### src/core/drive_homing_pkg.sv
// Constants, register map and state types of the drive homing sequencer
package drive_homing_pkg;

  // Register byte offsets
  localparam logic [7:0] OFS_CTRL        = 8'h00;
  localparam logic [7:0] OFS_STATUS      = 8'h04;
  localparam logic [7:0] OFS_MODE_REQ    = 8'h08;
  localparam logic [7:0] OFS_MODE_ACT    = 8'h0c;
  localparam logic [7:0] OFS_HOME_METHOD = 8'h10;
  localparam logic [7:0] OFS_HOME_POL    = 8'h14;
  localparam logic [7:0] OFS_HOME_TARGET = 8'h18;
  localparam logic [7:0] OFS_HOME_V1     = 8'h1c;
  localparam logic [7:0] OFS_HOME_V2     = 8'h20;
  localparam logic [7:0] OFS_HOME_OFFSET = 8'h24;
  localparam logic [7:0] OFS_TARGET_VEL  = 8'h28;
  localparam logic [7:0] OFS_REF_POS     = 8'h2c;
  localparam logic [7:0] OFS_ACT_POS     = 8'h30;

  // Status field positions
  localparam int STAT_DRIVE_LSB = 0;
  localparam int STAT_HOMING    = 4;

  // Command patterns on the low four control bits
  localparam logic [2:0] CMD_SHUTDOWN_LO = 3'h6;
  localparam logic [3:0] CMD_SWITCH_ON   = 4'h7;
  localparam logic [3:0] CMD_ENABLE_OP   = 4'hf;
  localparam int         CMD_VOLTAGE_BIT = 1;

  // Operating modes and homing methods
  localparam logic [7:0] MODE_NONE     = 8'h00;
  localparam logic [7:0] MODE_POSITION = 8'h01;
  localparam logic [7:0] MODE_HOMING   = 8'h06;
  localparam logic [7:0] METHOD_SWITCH = 8'h11;
  localparam logic [7:0] METHOD_CURPOS = 8'h25;

  // Bus responses
  localparam logic [1:0] RESP_OKAY   = 2'h0;
  localparam logic [1:0] RESP_SLVERR = 2'h2;

  typedef enum logic [1:0] {DRV_DISABLED, DRV_READY, DRV_SWITCHED_ON, DRV_ENABLED} drive_t;

  typedef enum logic [2:0] {
    HM_IDLE, HM_FAST_FWD, HM_FAST_REV, HM_SLOW, HM_GOTO, HM_DONE
  } home_t;

  typedef struct packed {
    logic        awready;
    logic        wready;
    logic        bvalid;
    logic [1:0]  bresp;
    logic        arready;
    logic        rvalid;
    logic [1:0]  rresp;
    logic [31:0] rdata;
    logic        aw_got;
    logic        w_got;
    logic [7:0]  waddr;
    logic [31:0] wdata;
    logic [3:0]  wstrb;
    logic [3:0]  cmd;
    drive_t      drive;
    logic [7:0]  mode_req;
    logic [7:0]  mode_act;
    logic [7:0]  method;
    logic        sw_pol;
    logic [31:0] target;
    logic [31:0] v1;
    logic [31:0] v2;
    logic [31:0] offset;
    logic [31:0] tvel;
    logic [31:0] ref_pos;
    home_t       hstate;
    logic [31:0] speed;
    logic        dir_neg;
    logic        ref_load;
    logic        sw_meta;
    logic        sw_sync;
    logic        sw_prev;
  } state_t;

  // All fields clear after reset; the drive starts disabled with no mode
  localparam state_t STATE_RESET = '0;

endpackage

### src/core/drive_homing_sequencer.sv
// Drive state machine and homing control behind an AXI4-Lite register slave
//
// The register offsets and register access over AXI4-Lite were left to the implementer.
`timescale 1ns/100ps
module drive_homing_sequencer (
  input  wire logic        aclk,
  input  wire logic        aresetn,
  input  wire logic [7:0]  s_axi_awaddr,
  input  wire logic        s_axi_awvalid,
  output      logic        s_axi_awready,
  input  wire logic [31:0] s_axi_wdata,
  input  wire logic [3:0]  s_axi_wstrb,
  input  wire logic        s_axi_wvalid,
  output      logic        s_axi_wready,
  output      logic [1:0]  s_axi_bresp,
  output      logic        s_axi_bvalid,
  input  wire logic        s_axi_bready,
  input  wire logic [7:0]  s_axi_araddr,
  input  wire logic        s_axi_arvalid,
  output      logic        s_axi_arready,
  output      logic [31:0] s_axi_rdata,
  output      logic [1:0]  s_axi_rresp,
  output      logic        s_axi_rvalid,
  input  wire logic        s_axi_rready,
  input  wire logic [31:0] act_pos,
  input  wire logic        home_sw,
  output      logic [31:0] speed_cmd,
  output      logic        dir_neg,
  output      logic        ref_load,
  output      logic [31:0] ref_pos
);

  drive_homing_pkg::state_t s;
  drive_homing_pkg::state_t n;

  logic        wr_fire;
  logic        mode_wr;
  logic [7:0]  mode_val;
  logic        home_req;
  logic        home_ok;
  logic        sw_act;
  logic        sw_fall;
  logic        sw_rise;
  logic [31:0] rd_word;
  logic [31:0] pos_next;

  // Byte-lane merge of a write into an old word
  function automatic logic [31:0] merge(input logic [31:0] old, input logic [31:0] nw,
                                        input logic [3:0] strb);
    logic [31:0] r;
    r = old;
    for (int i = 0; i < 4; i++) begin
      if (strb[i]) begin
        r[i*8 +: 8] = nw[i*8 +: 8];
      end
    end
    return r;
  endfunction

  // Request decode and switch edges
  assign wr_fire  = s.aw_got && s.w_got && !s.bvalid;
  assign mode_wr  = wr_fire && (s.waddr == drive_homing_pkg::OFS_MODE_REQ) && s.wstrb[0];
  assign mode_val = s.wdata[7:0];
  assign home_req = mode_wr && (mode_val == drive_homing_pkg::MODE_HOMING);
  assign home_ok  = home_req && (s.drive == drive_homing_pkg::DRV_ENABLED)
                 && (s.mode_act == drive_homing_pkg::MODE_POSITION)
                 && (s.hstate == drive_homing_pkg::HM_IDLE);
  assign sw_act   = s.sw_sync ^ s.sw_pol;
  assign sw_fall  = s.sw_prev && !sw_act;
  assign sw_rise  = !s.sw_prev && sw_act;
  // Where the axis lands after the step that the present speed output commands
  assign pos_next = s.dir_neg ? act_pos - s.speed : act_pos + s.speed;

  // Read data mux
  always_comb begin
    rd_word = 32'h0000_0000;
    case (s_axi_araddr)
      drive_homing_pkg::OFS_CTRL:        rd_word = {28'h0000000, s.cmd};
      drive_homing_pkg::OFS_STATUS: begin
        rd_word[drive_homing_pkg::STAT_DRIVE_LSB +: 2] = s.drive;
        rd_word[drive_homing_pkg::STAT_HOMING] = (s.hstate != drive_homing_pkg::HM_IDLE);
      end
      drive_homing_pkg::OFS_MODE_REQ:    rd_word = {24'h000000, s.mode_req};
      drive_homing_pkg::OFS_MODE_ACT:    rd_word = {24'h000000, s.mode_act};
      drive_homing_pkg::OFS_HOME_METHOD: rd_word = {24'h000000, s.method};
      drive_homing_pkg::OFS_HOME_POL:    rd_word = {31'h00000000, s.sw_pol};
      drive_homing_pkg::OFS_HOME_TARGET: rd_word = s.target;
      drive_homing_pkg::OFS_HOME_V1:     rd_word = s.v1;
      drive_homing_pkg::OFS_HOME_V2:     rd_word = s.v2;
      drive_homing_pkg::OFS_HOME_OFFSET: rd_word = s.offset;
      drive_homing_pkg::OFS_TARGET_VEL:  rd_word = s.tvel;
      drive_homing_pkg::OFS_REF_POS:     rd_word = s.ref_pos;
      drive_homing_pkg::OFS_ACT_POS:     rd_word = act_pos;
      default:                           rd_word = 32'h0000_0000;
    endcase
  end

  // Next state of the whole block
  always_comb begin
    n          = s;
    n.ref_load = 1'b0;
    n.sw_meta  = home_sw;
    n.sw_sync  = s.sw_meta;
    n.sw_prev  = sw_act;
    // Write address and data, taken in either order
    if (s.awready && s_axi_awvalid) begin
      n.aw_got = 1'b1;
      n.waddr  = s_axi_awaddr;
    end
    if (s.wready && s_axi_wvalid) begin
      n.w_got = 1'b1;
      n.wdata = s_axi_wdata;
      n.wstrb = s_axi_wstrb;
    end
    if (s.bvalid && s_axi_bready) begin
      n.bvalid = 1'b0;
    end
    if (wr_fire) begin
      n.aw_got = 1'b0;
      n.w_got  = 1'b0;
      n.bvalid = 1'b1;
      n.bresp  = drive_homing_pkg::RESP_OKAY;
      case (s.waddr)
        drive_homing_pkg::OFS_CTRL:        n.cmd = s.wstrb[0] ? s.wdata[3:0] : s.cmd;
        drive_homing_pkg::OFS_MODE_REQ:    n.mode_req = s.wstrb[0] ? s.wdata[7:0] : s.mode_req;
        drive_homing_pkg::OFS_HOME_METHOD: n.method = s.wstrb[0] ? s.wdata[7:0] : s.method;
        drive_homing_pkg::OFS_HOME_POL:    n.sw_pol = s.wstrb[0] ? s.wdata[0] : s.sw_pol;
        drive_homing_pkg::OFS_HOME_TARGET: n.target = merge(s.target, s.wdata, s.wstrb);
        drive_homing_pkg::OFS_HOME_V1:     n.v1 = merge(s.v1, s.wdata, s.wstrb);
        drive_homing_pkg::OFS_HOME_V2:     n.v2 = merge(s.v2, s.wdata, s.wstrb);
        drive_homing_pkg::OFS_HOME_OFFSET: n.offset = merge(s.offset, s.wdata, s.wstrb);
        drive_homing_pkg::OFS_TARGET_VEL:  n.tvel = merge(s.tvel, s.wdata, s.wstrb);
        drive_homing_pkg::OFS_STATUS,
        drive_homing_pkg::OFS_MODE_ACT,
        drive_homing_pkg::OFS_REF_POS,
        drive_homing_pkg::OFS_ACT_POS:     n.bresp = drive_homing_pkg::RESP_OKAY;
        default:                           n.bresp = drive_homing_pkg::RESP_SLVERR;
      endcase
    end
    // Read channel, one cycle to answer
    if (s.rvalid && s_axi_rready) begin
      n.rvalid = 1'b0;
    end
    if (s.arready && s_axi_arvalid) begin
      n.rvalid = 1'b1;
      n.rdata  = rd_word;
      n.rresp  = (s_axi_araddr > drive_homing_pkg::OFS_ACT_POS || s_axi_araddr[1:0] != 2'h0)
                 ? drive_homing_pkg::RESP_SLVERR : drive_homing_pkg::RESP_OKAY;
    end
    n.awready = !n.aw_got && !n.bvalid;
    n.wready  = !n.w_got && !n.bvalid;
    n.arready = !n.rvalid;
    // Drive power states from the stored command
    if (!s.cmd[drive_homing_pkg::CMD_VOLTAGE_BIT]) begin
      n.drive = drive_homing_pkg::DRV_DISABLED;
    end else if (s.cmd[2:0] == drive_homing_pkg::CMD_SHUTDOWN_LO) begin
      n.drive = drive_homing_pkg::DRV_READY;
    end else if (s.cmd == drive_homing_pkg::CMD_SWITCH_ON
                 && s.drive == drive_homing_pkg::DRV_READY) begin
      n.drive = drive_homing_pkg::DRV_SWITCHED_ON;
    end else if (s.cmd == drive_homing_pkg::CMD_ENABLE_OP
                 && s.drive == drive_homing_pkg::DRV_SWITCHED_ON) begin
      n.drive = drive_homing_pkg::DRV_ENABLED;
    end else begin
      n.drive = s.drive;
    end
    // Positioning mode request, accepted whenever no homing runs
    if (mode_wr && mode_val == drive_homing_pkg::MODE_POSITION
        && s.hstate == drive_homing_pkg::HM_IDLE) begin
      n.mode_act = drive_homing_pkg::MODE_POSITION;
    end
    // Homing sequencer
    case (s.hstate)
      drive_homing_pkg::HM_IDLE: begin
        if (home_ok && s.method == drive_homing_pkg::METHOD_CURPOS) begin
          n.mode_act = drive_homing_pkg::MODE_HOMING;
          n.ref_pos  = act_pos + s.offset;
          n.ref_load = 1'b1;
          n.hstate   = drive_homing_pkg::HM_DONE;
        end else if (home_ok && s.method == drive_homing_pkg::METHOD_SWITCH) begin
          n.mode_act = drive_homing_pkg::MODE_HOMING;
          n.speed    = s.v1;
          n.dir_neg  = s.target[31];
          n.hstate   = drive_homing_pkg::HM_FAST_FWD;
        end
      end
      drive_homing_pkg::HM_FAST_FWD: begin
        if (sw_fall) begin
          n.dir_neg = !s.target[31];
          n.hstate  = drive_homing_pkg::HM_FAST_REV;
        end
      end
      drive_homing_pkg::HM_FAST_REV: begin
        if (sw_fall) begin
          n.dir_neg = s.target[31];
          n.speed   = s.v2;
          n.hstate  = drive_homing_pkg::HM_SLOW;
        end
      end
      drive_homing_pkg::HM_SLOW: begin
        if (sw_rise) begin
          n.ref_pos = act_pos;
          n.hstate  = drive_homing_pkg::HM_GOTO;
        end
      end
      drive_homing_pkg::HM_GOTO: begin
        // Judged from the landing point: the axis already moves on this cycle's
        // speed, so testing act_pos itself would overshoot by one step.
        // A step width that never lands on the reference keeps hunting around it.
        n.dir_neg = $signed(pos_next) > $signed(s.ref_pos);
        if (pos_next == s.ref_pos) begin
          n.speed    = 32'h0000_0000;
          n.ref_load = 1'b1;
          n.hstate   = drive_homing_pkg::HM_DONE;
        end
      end
      drive_homing_pkg::HM_DONE: begin
        n.speed    = 32'h0000_0000;
        n.mode_act = drive_homing_pkg::MODE_POSITION;
        n.hstate   = drive_homing_pkg::HM_IDLE;
      end
      default: n.hstate = drive_homing_pkg::HM_IDLE;
    endcase
    // Leaving operation-enabled aborts any motion
    if (s.drive != drive_homing_pkg::DRV_ENABLED) begin
      n.speed = 32'h0000_0000;
      if (s.hstate != drive_homing_pkg::HM_IDLE) begin
        n.hstate   = drive_homing_pkg::HM_IDLE;
        n.mode_act = drive_homing_pkg::MODE_POSITION;
      end
    end
  end

  // State register
  always_ff @(posedge aclk) begin
    if (!aresetn) begin
      s <= drive_homing_pkg::STATE_RESET;
    end else begin
      s <= n;
    end
  end

  // Outputs straight from the state register
  assign s_axi_awready = s.awready;
  assign s_axi_wready  = s.wready;
  assign s_axi_bvalid  = s.bvalid;
  assign s_axi_bresp   = s.bresp;
  assign s_axi_arready = s.arready;
  assign s_axi_rvalid  = s.rvalid;
  assign s_axi_rdata   = s.rdata;
  assign s_axi_rresp   = s.rresp;
  assign speed_cmd     = s.speed;
  assign dir_neg       = s.dir_neg;
  assign ref_load      = s.ref_load;
  assign ref_pos       = s.ref_pos;
endmodule

### config.mk
export PLATFORM = sky130hd
export DESIGN_NAME = drive_homing_sequencer
export DESIGN_NICKNAME = d
export VERILOG_FILES = /design/src/core/drive_homing_pkg.sv /design/src/core/drive_homing_sequencer.sv
export SDC_FILE = /design/constraint.sdc
export NUM_CORES = 1
export LEC_CHECK = 0
export ABC_AREA = 1
export BUFFER_PORTS_ARGS = -buffer_cell sky130_fd_sc_hd__buf_2
export CORE_MARGIN = 4
export CORE_UTILIZATION = 45
export CTS_CLUSTER_DIAMETER = 200
export DETAILED_ROUTE_END_ITERATION = 12
export GPL_TIMING_DRIVEN = 0
export PLACE_DENSITY = 0.66
export SYNTH_ARGS = -nofsm -noshare
export SYNTH_HDL_FRONTEND = slang
export SYNTH_SLANG_ARGS = --single-unit
export TNS_END_PERCENT = 1
### constraint.sdc
create_clock -name aclk -period 4.38 [get_ports aclk]
set_input_delay 0.438 -clock aclk [delete_from_list [all_inputs] [get_ports aclk]]
set_output_delay 0.438 -clock aclk [all_outputs]
set_load 0.01 [all_outputs]
==> reports/results.ini, run 1 <==
[hold_path]
hold_path_class = input port to register

[timing]
period_share_pct = 115
tightestPinTransition_ns = 1.25
slew_headroom_pct = 16.7
hold_viol = 0
rsz0062_at_grt = true
tns_ns = -19.85
fmax_mhz = 199
fin_worst_skew_ns = 0.0189
slew_violations = 0
setup_violations = 35
min_period_ns = 5.02
fin_ws_ns = -0.644

[clock_tree]
root_buffer = clkbuf_16
cts_made_buffers = 39
clk_latency_ns = 0.57
path_clk_slew_ns = 0.06
htreeDepth = 2
cts.sinks = 348
cts_tree = built
cts_max_path_buffers = 3

[global_route]
antenna_found_initial = 1
grt-ovfl-total = 0
grt_pass1_vias = 21100
grt_pass1_wl_um = 133000
grt_start_max_net_pins = 14
grt_usage_pct = 35.1

[worst_setup_path]
r2r_setup_slack_ns = -0.64
cp.arrival_ns = 5.45
cp.required_ns = 4.81
cp_max_fo = 7
start_kind = register
worst_setup_path_end_kind = register
critical_path_class = register to register
cpPeakStageDelay_ns = 0.38
crit_top_cell = nand2_1
cp_slowest_cell = dfxtp_4

[route]
drt-total-wl_um = 92100
dr.pass1.iters = 6
via_count = 22800
drc = 0
wire_per_inst_um = 23.1
wl_met2_um = 41600
antenna_left = 0
vias_per_cell = 5.71
wl_met1_um = 39100
first_iter_violations = 2350
dr_wl_met3_um = 8230
top_layer = met4

[die]
initial_core_util_pct = 45.8
die_area_mm2 = 0.0499
rows = 78
fp.dieW_um = 223
core_mm2 = 0.0456
io_pins = 199
dieHeight_um = 223

[synthesis]
async_flop_share_pct = 0
ys.warnings.count = 0
netlist_instances = 3110
synth_seq_cells = 348
syn_area_per_cell_um2 = 6.71
synth_cell_types = 53
synth_area_mm2 = 0.0209
synth_top_flop_cell = dfxtp_1
yosysSeqAreaShare_pct = 33.4
synth_edf_count = 0

[power_and_ir_drop]
leakage_nw = 10.6
swShare_pct = 26.6
p_per_area_mw_per_mm2 = 298
p_comb_share_pct = 10.2
pwr-share-seq_pct = 44.8
p_clk_share_pct = 45.0
switching_power_mw = 1.93
ir_drop_mv = 0.375
internal_power_mw = 5.35

[cells_and_area]
drive_gt1_share_pct = 16.1
syn2layout_area_growth_pct = 17.3
postLayoutCoreUtil_pct = 53.7
diodes = 0
nets = 3562
final_cell_mix = nand2_1, nor2_1, dfxtp_1, inv_1, o21ai_0
mostFrequentLayoutCell = nand2_1

[outcome]
violations = setup timing
status = complete, but fails checks

[place]
port_buffers = 196
gp_congestion = 1.00
dp_hpwl_um = 74300

[flow_run]
drv_cap = 0

==> routing by layer <==
metal / global-route usage, % / vias to the layer above
met4: 11.7 / 0
met3: 5.36 / 181
met5: 0 / -
li1: - / 10800
met2: 57.1 / 1068
met1: 47.9 / 10800
==> what timing repair did <==
item | CTS | global route
setup endpoints to repair | 35 | 35
resized for setup | 97 | 43
pin swaps | 29 | 21
buffers inserted | 17 | 6
hold buffers | 0 | 0
gates cloned | 2 | 0
==> metrics by stage <==
step                instance area, um^2  worst slack, ns  cells  power, mW  hold slack [ns]
floorplan                         20900           0.0892   3111       3.73            0.390
global placement                  22600            -1.86   3907       4.01            0.399
detailed placement                22600            -1.92   3907       4.02            0.400
CTS                               24300           -0.607   3991       7.27           0.0523
global route                      24500           -0.783   3997       7.50           0.0710
finish                            24500           -0.644   3997       7.28           0.0677
==> cell usage after synthesis (3+ instances only) <==
cell type    n  area, um^2
a21oi_1    334        1670
inv_2       14        52.6
a21o_1      14         105
o21a_1       7        52.6
o221ai_1     6        52.6
dfxtp_1    348        6970
nand3_1    115         576
nand2_1    508        1910
buf_4      104         781
nor2_4       6        67.6
inv_1      345        1290
o21ai_1     12        60.1
nand3b_1    12        90.1
xnor2_1      9        78.8
buf_1        3        11.3
a22o_1       3        26.3
o2111ai_1   11        96.3
o22ai_1     62         388
nand2_2      6        37.5
o21bai_1     5        37.5
clkbuf_1    74         278
o21ai_0    352        1760
o211ai_1    11        82.6
ha_1        95        1190
nor4_1       7        43.8
nor3_1      49         245
xor2_1      56         490
nor2_1     429        1610
nor2_2      12        75.1
buf_2       20         100
a31oi_1     13        81.3
buf_6        3        33.8
clkinv_1     7        26.3
nand4_1     27         169
or2_2        3        18.8
==> final cells by class <==
class                           count  area [um^2]
Fill cell                        4660        21100
Multi-Input combinational cell   2193        11700
Sequential cell                   348         6980
Inverter                          366         1380
Buffer                            204         1220
Timing Repair Buffer              221         1200
Clock buffer                       55         1130
Tap cell                          600          751
Clock inverter                     10          120
==> worst max-delay path, delay by kind of cell, from the launching register on <==
kind / cells / cell delay [ns]
buf+inv: 5 / 0.67
flops: 1 / 0.38
xor+xnor: 1 / 0.11
compound gates: 4 / 0.96
simple gates: 17 / 2.00
fa+ha+maj: 3 / 0.75
==> cells by family (layout without fill, tap and decap cells) <==
| logic type | Yosys count | after routing | synth area share (%) |
|---|---|---|---|
| simple gates | 1184 | 1184 | 23.8 |
| compound gates | 845 | 845 | 21.8 |
| buf+inv | 570 | 856 | 12.4 |
| flops | 348 | 348 | 33.4 |
| fa+ha+maj | 97 | 97 | 5.89 |
| xor+xnor | 65 | 65 | 2.73 |
| other cells | 1 | 2 | 0.0180 |
==> power by group through the flow <==
stage	logic [mW]	clock network [mW]	registers (mW)
final	0.741	3.28	3.26
after global routing	0.806	3.42	3.27
after CTS	0.718	3.29	3.26
after detailed placement	0.691	0	3.33
after global placement	0.680	0	3.33
after floorplan	0.420	0	3.31
==> worst paths after layout <==
check,start,endpoint,depth (start not counted)
setup reg to reg,speed_cmd[0],speed_cmd[29],30
hold reg to reg,n[1],s[1],2
setup / recovery,speed_cmd[0],speed_cmd[29],30
hold / removal,home_sw,n[1],3
==> sequential cells by signal (all words and copies together) (netlist names) <==
| signal | flops |
|---|---|
| s | 234 |
| s_axi_rvalid | 1 |
| s_axi_rdata | 32 |
| dir_neg | 1 |
| s_axi_bresp | 1 |
| s_axi_bvalid | 1 |
| s_axi_rresp | 1 |
| ref_pos | 32 |
| s_axi_wready | 1 |
| speed_cmd | 32 |
| ref_load | 1 |
| s_axi_awready | 1 |
| n | 1 |
| mode_val | 8 |
| s_axi_arready | 1 |
No activity file was read; power rests on OpenSTA's default activity.
==> inputs of run 2 (changes only) <==
--- a/config.mk
+++ b/config.mk
@@ -13,6 +13,7 @@
 export DETAILED_ROUTE_END_ITERATION = 12
 export GPL_TIMING_DRIVEN = 0
 export PLACE_DENSITY = 0.66
+export SETUP_SLACK_MARGIN = 0.1
 export SYNTH_ARGS = -nofsm -noshare
 export SYNTH_HDL_FRONTEND = slang
 export SYNTH_SLANG_ARGS = --single-unit
==> reports/results.ini, run 2 (synthesis gave the netlist of run 1 again) <==
[clock_tree]
clk_latency_ns = 0.56  ; about the same
cts_made_buffers = 39  ; unchanged
cts_max_path_buffers = 3  ; unchanged
cts_tree = built
path_clk_slew_ns = 0.06  ; about the same
root_buffer = clkbuf_16
cts.sinks = 348  ; unchanged
hold_buffers = 0  ; unchanged
htreeDepth = 2  ; unchanged

[worst_setup_path]
cp_slowest_cell = dfxtp_4
cpPeakStageDelay_ns = 0.37  ; about the same
cp.arrival_ns = 5.31  ; -0.14 ns
start_kind = register
worst_setup_path_end_kind = register
cp.required_ns = 4.80  ; about the same
cp_max_fo = 6  ; -1
crit_top_cell = nand2_2
critical_path_class = register to register
cp_top_family = simple AND/OR/NAND/NOR gates
critPathBufInv = 5  ; unchanged

[timing]
slew_violations = 0  ; unchanged
period_share_pct = 112  ; -3.0 points
fin_worst_skew_ns = 0.0174  ; -0.00150 ns
fmax_mhz = 204  ; +2.7%
fin_ws_ns = -0.512  ; +0.132 ns
rsz0062_at_grt = true
min_period_ns = 4.89  ; -0.132 ns
setup_violations = 35  ; unchanged
tightestPinTransition_ns = 1.28  ; +0.0292 ns
hold_viol = 0  ; unchanged
slew_headroom_pct = 14.8  ; -1.9 points
tns_ns = -15.08  ; +4.77 ns

[die]
rows = 78  ; unchanged
fp.dieW_um = 223  ; unchanged
die_area_mm2 = 0.0499  ; unchanged
core_mm2 = 0.0456  ; unchanged
io_pins = 199  ; unchanged
initial_core_util_pct = 45.8  ; unchanged
dieHeight_um = 223  ; unchanged

[cells_and_area]
regMostFlops = s
syn2layout_area_growth_pct = 17.6
n_fill_cell = 4685  ; +0.54%
largest_reg_flops = 234  ; unchanged
drive_gt1_share_pct = 16.5  ; +0.42 points
fin_cells = 4002  ; +0.13%
fin_area_mm2 = 0.0245  ; +0.29%
mostFrequentLayoutCell = nand2_1
nets = 3562  ; unchanged
seqCellArea_mm2 = 0.00698  ; about the same
postLayoutCoreUtil_pct = 53.8  ; +0.15 points
multi_input_area_mm2 = 0.0118  ; +0.57%
diodes = 0  ; unchanged
final_cell_mix = nand2_1, nor2_1, dfxtp_1, inv_1, o21ai_0

[global_route]
grt-ovfl-total = 0  ; unchanged
grt_pass1_vias = 21200  ; +0.58%
met2_usage_pct = 56.5  ; -0.63 points
antenna_found_initial = 1  ; unchanged
grt_start_max_net_pins = 14  ; unchanged
grt-busiest-layer = met2
grt_usage_pct = 34.9  ; -0.28 points
grt_pass1_wl_um = 132000  ; -0.28%
use_met1_pct = 47.3  ; -0.57 points
grtUsageMet3_pct = 5.08  ; -0.28 points

[power_and_ir_drop]
ir_drop_mv = 0.332  ; -11%
pwr-share-seq_pct = 44.7  ; about the same
p_per_area_mw_per_mm2 = 298  ; about the same
leakage_nw = 10.6  ; +0.23%
p_clk_share_pct = 45.2  ; +0.2 points
p_comb_share_pct = 10.1  ; about the same
power_mw = 7.30  ; +0.31%
internal_power_mw = 5.33  ; -0.26%
swShare_pct = 27.0  ; +0.42 points
switching_power_mw = 1.97  ; +1.9%

[route]
antenna_left = 0  ; unchanged
first_iter_violations = 2396  ; +2.0%
wire_per_inst_um = 22.9  ; -0.46%
drt-total-wl_um = 91800  ; -0.33%
via_count = 22800  ; +0.18%
dr.pass1.iters = 5  ; -1
vias_per_cell = 5.71  ; about the same
drc = 0  ; unchanged

[outcome]
status = complete, but fails checks
violations = setup timing

[flow_run]
drv_cap = 0  ; unchanged

[place]
dp_hpwl_um = 73600  ; -0.95%
dpl-instance-area_mm2 = 0.0226  ; about the same
gp_congestion = 1.01  ; +1.1%
dp_cells = 3907  ; unchanged
port_buffers = 196  ; unchanged

[hold_path]
hold_path_class = input port to register

==> run 2: final timing paths <==
kind / startpoint / end / slack (ns) / cells after the start
hold / removal: home_sw / n[1] / 0.08 / 3
hold reg to reg: n[1] / s[1] / 0.41 / 2
setup / recovery: speed_cmd[0] / speed_cmd[4] / -0.51 / 30
setup reg to reg: speed_cmd[0] / speed_cmd[4] / -0.51 / 30
==> run 2: power groups by stage <==
stage	clock network [mW]	registers (mW)	logic (mW)
4_1_cts	3.30	3.26	0.715
2_1_floorplan	0	3.31	0.420
6_report	3.30	3.26	0.738
5_1_grt	3.41	3.27	0.807
3_3_place_gp	0	3.33	0.677
3_5_place_dp	0	3.33	0.686
==> run 2: metal layers <==
metal | routed length [um] | vias to the layer above | part of all wire [%]
met3 | 8440 | 178 | 9.2
met2 | 41000 | 1163 | 45
met5 | 0 | - | 0
met1 | 38400 | 10700 | 42
li1 | - | 10800 | -
met4 | 3910 | 0 | 4.3
==> run 2: tightest hold or removal path: stages <==
cell     delay (ns)
buf_2          0.08
nand2_1        0.05
inv_1          0.04
==> run 2: final cells by class <==
type	instances	share of cell area (%)
plain buffers	204	4.94
clock buffers	57	4.70
clock inverters	13	0.454
inverters	366	5.61
multi-input cells	2194	47.9
flip-flops and latches	348	28.4
well taps	600	3.06
repair buffers	220	4.85
==> run 2: timing repair <==
item	CTS	global route
buffers inserted	18	3
resized for setup	90	57
setup endpoints to repair	35	35
pin swaps	23	21
cloned	4	0
==> run 2: metrics by stage <==
step	setup WS (ns)	hold WS, ns
after detailed placement	-1.85	0.404
after CTS	-0.491	0.0590
after global routing	-0.751	0.0853
after global placement	-1.73	0.397
final	-0.512	0.0801
after floorplan	0.160	0.390
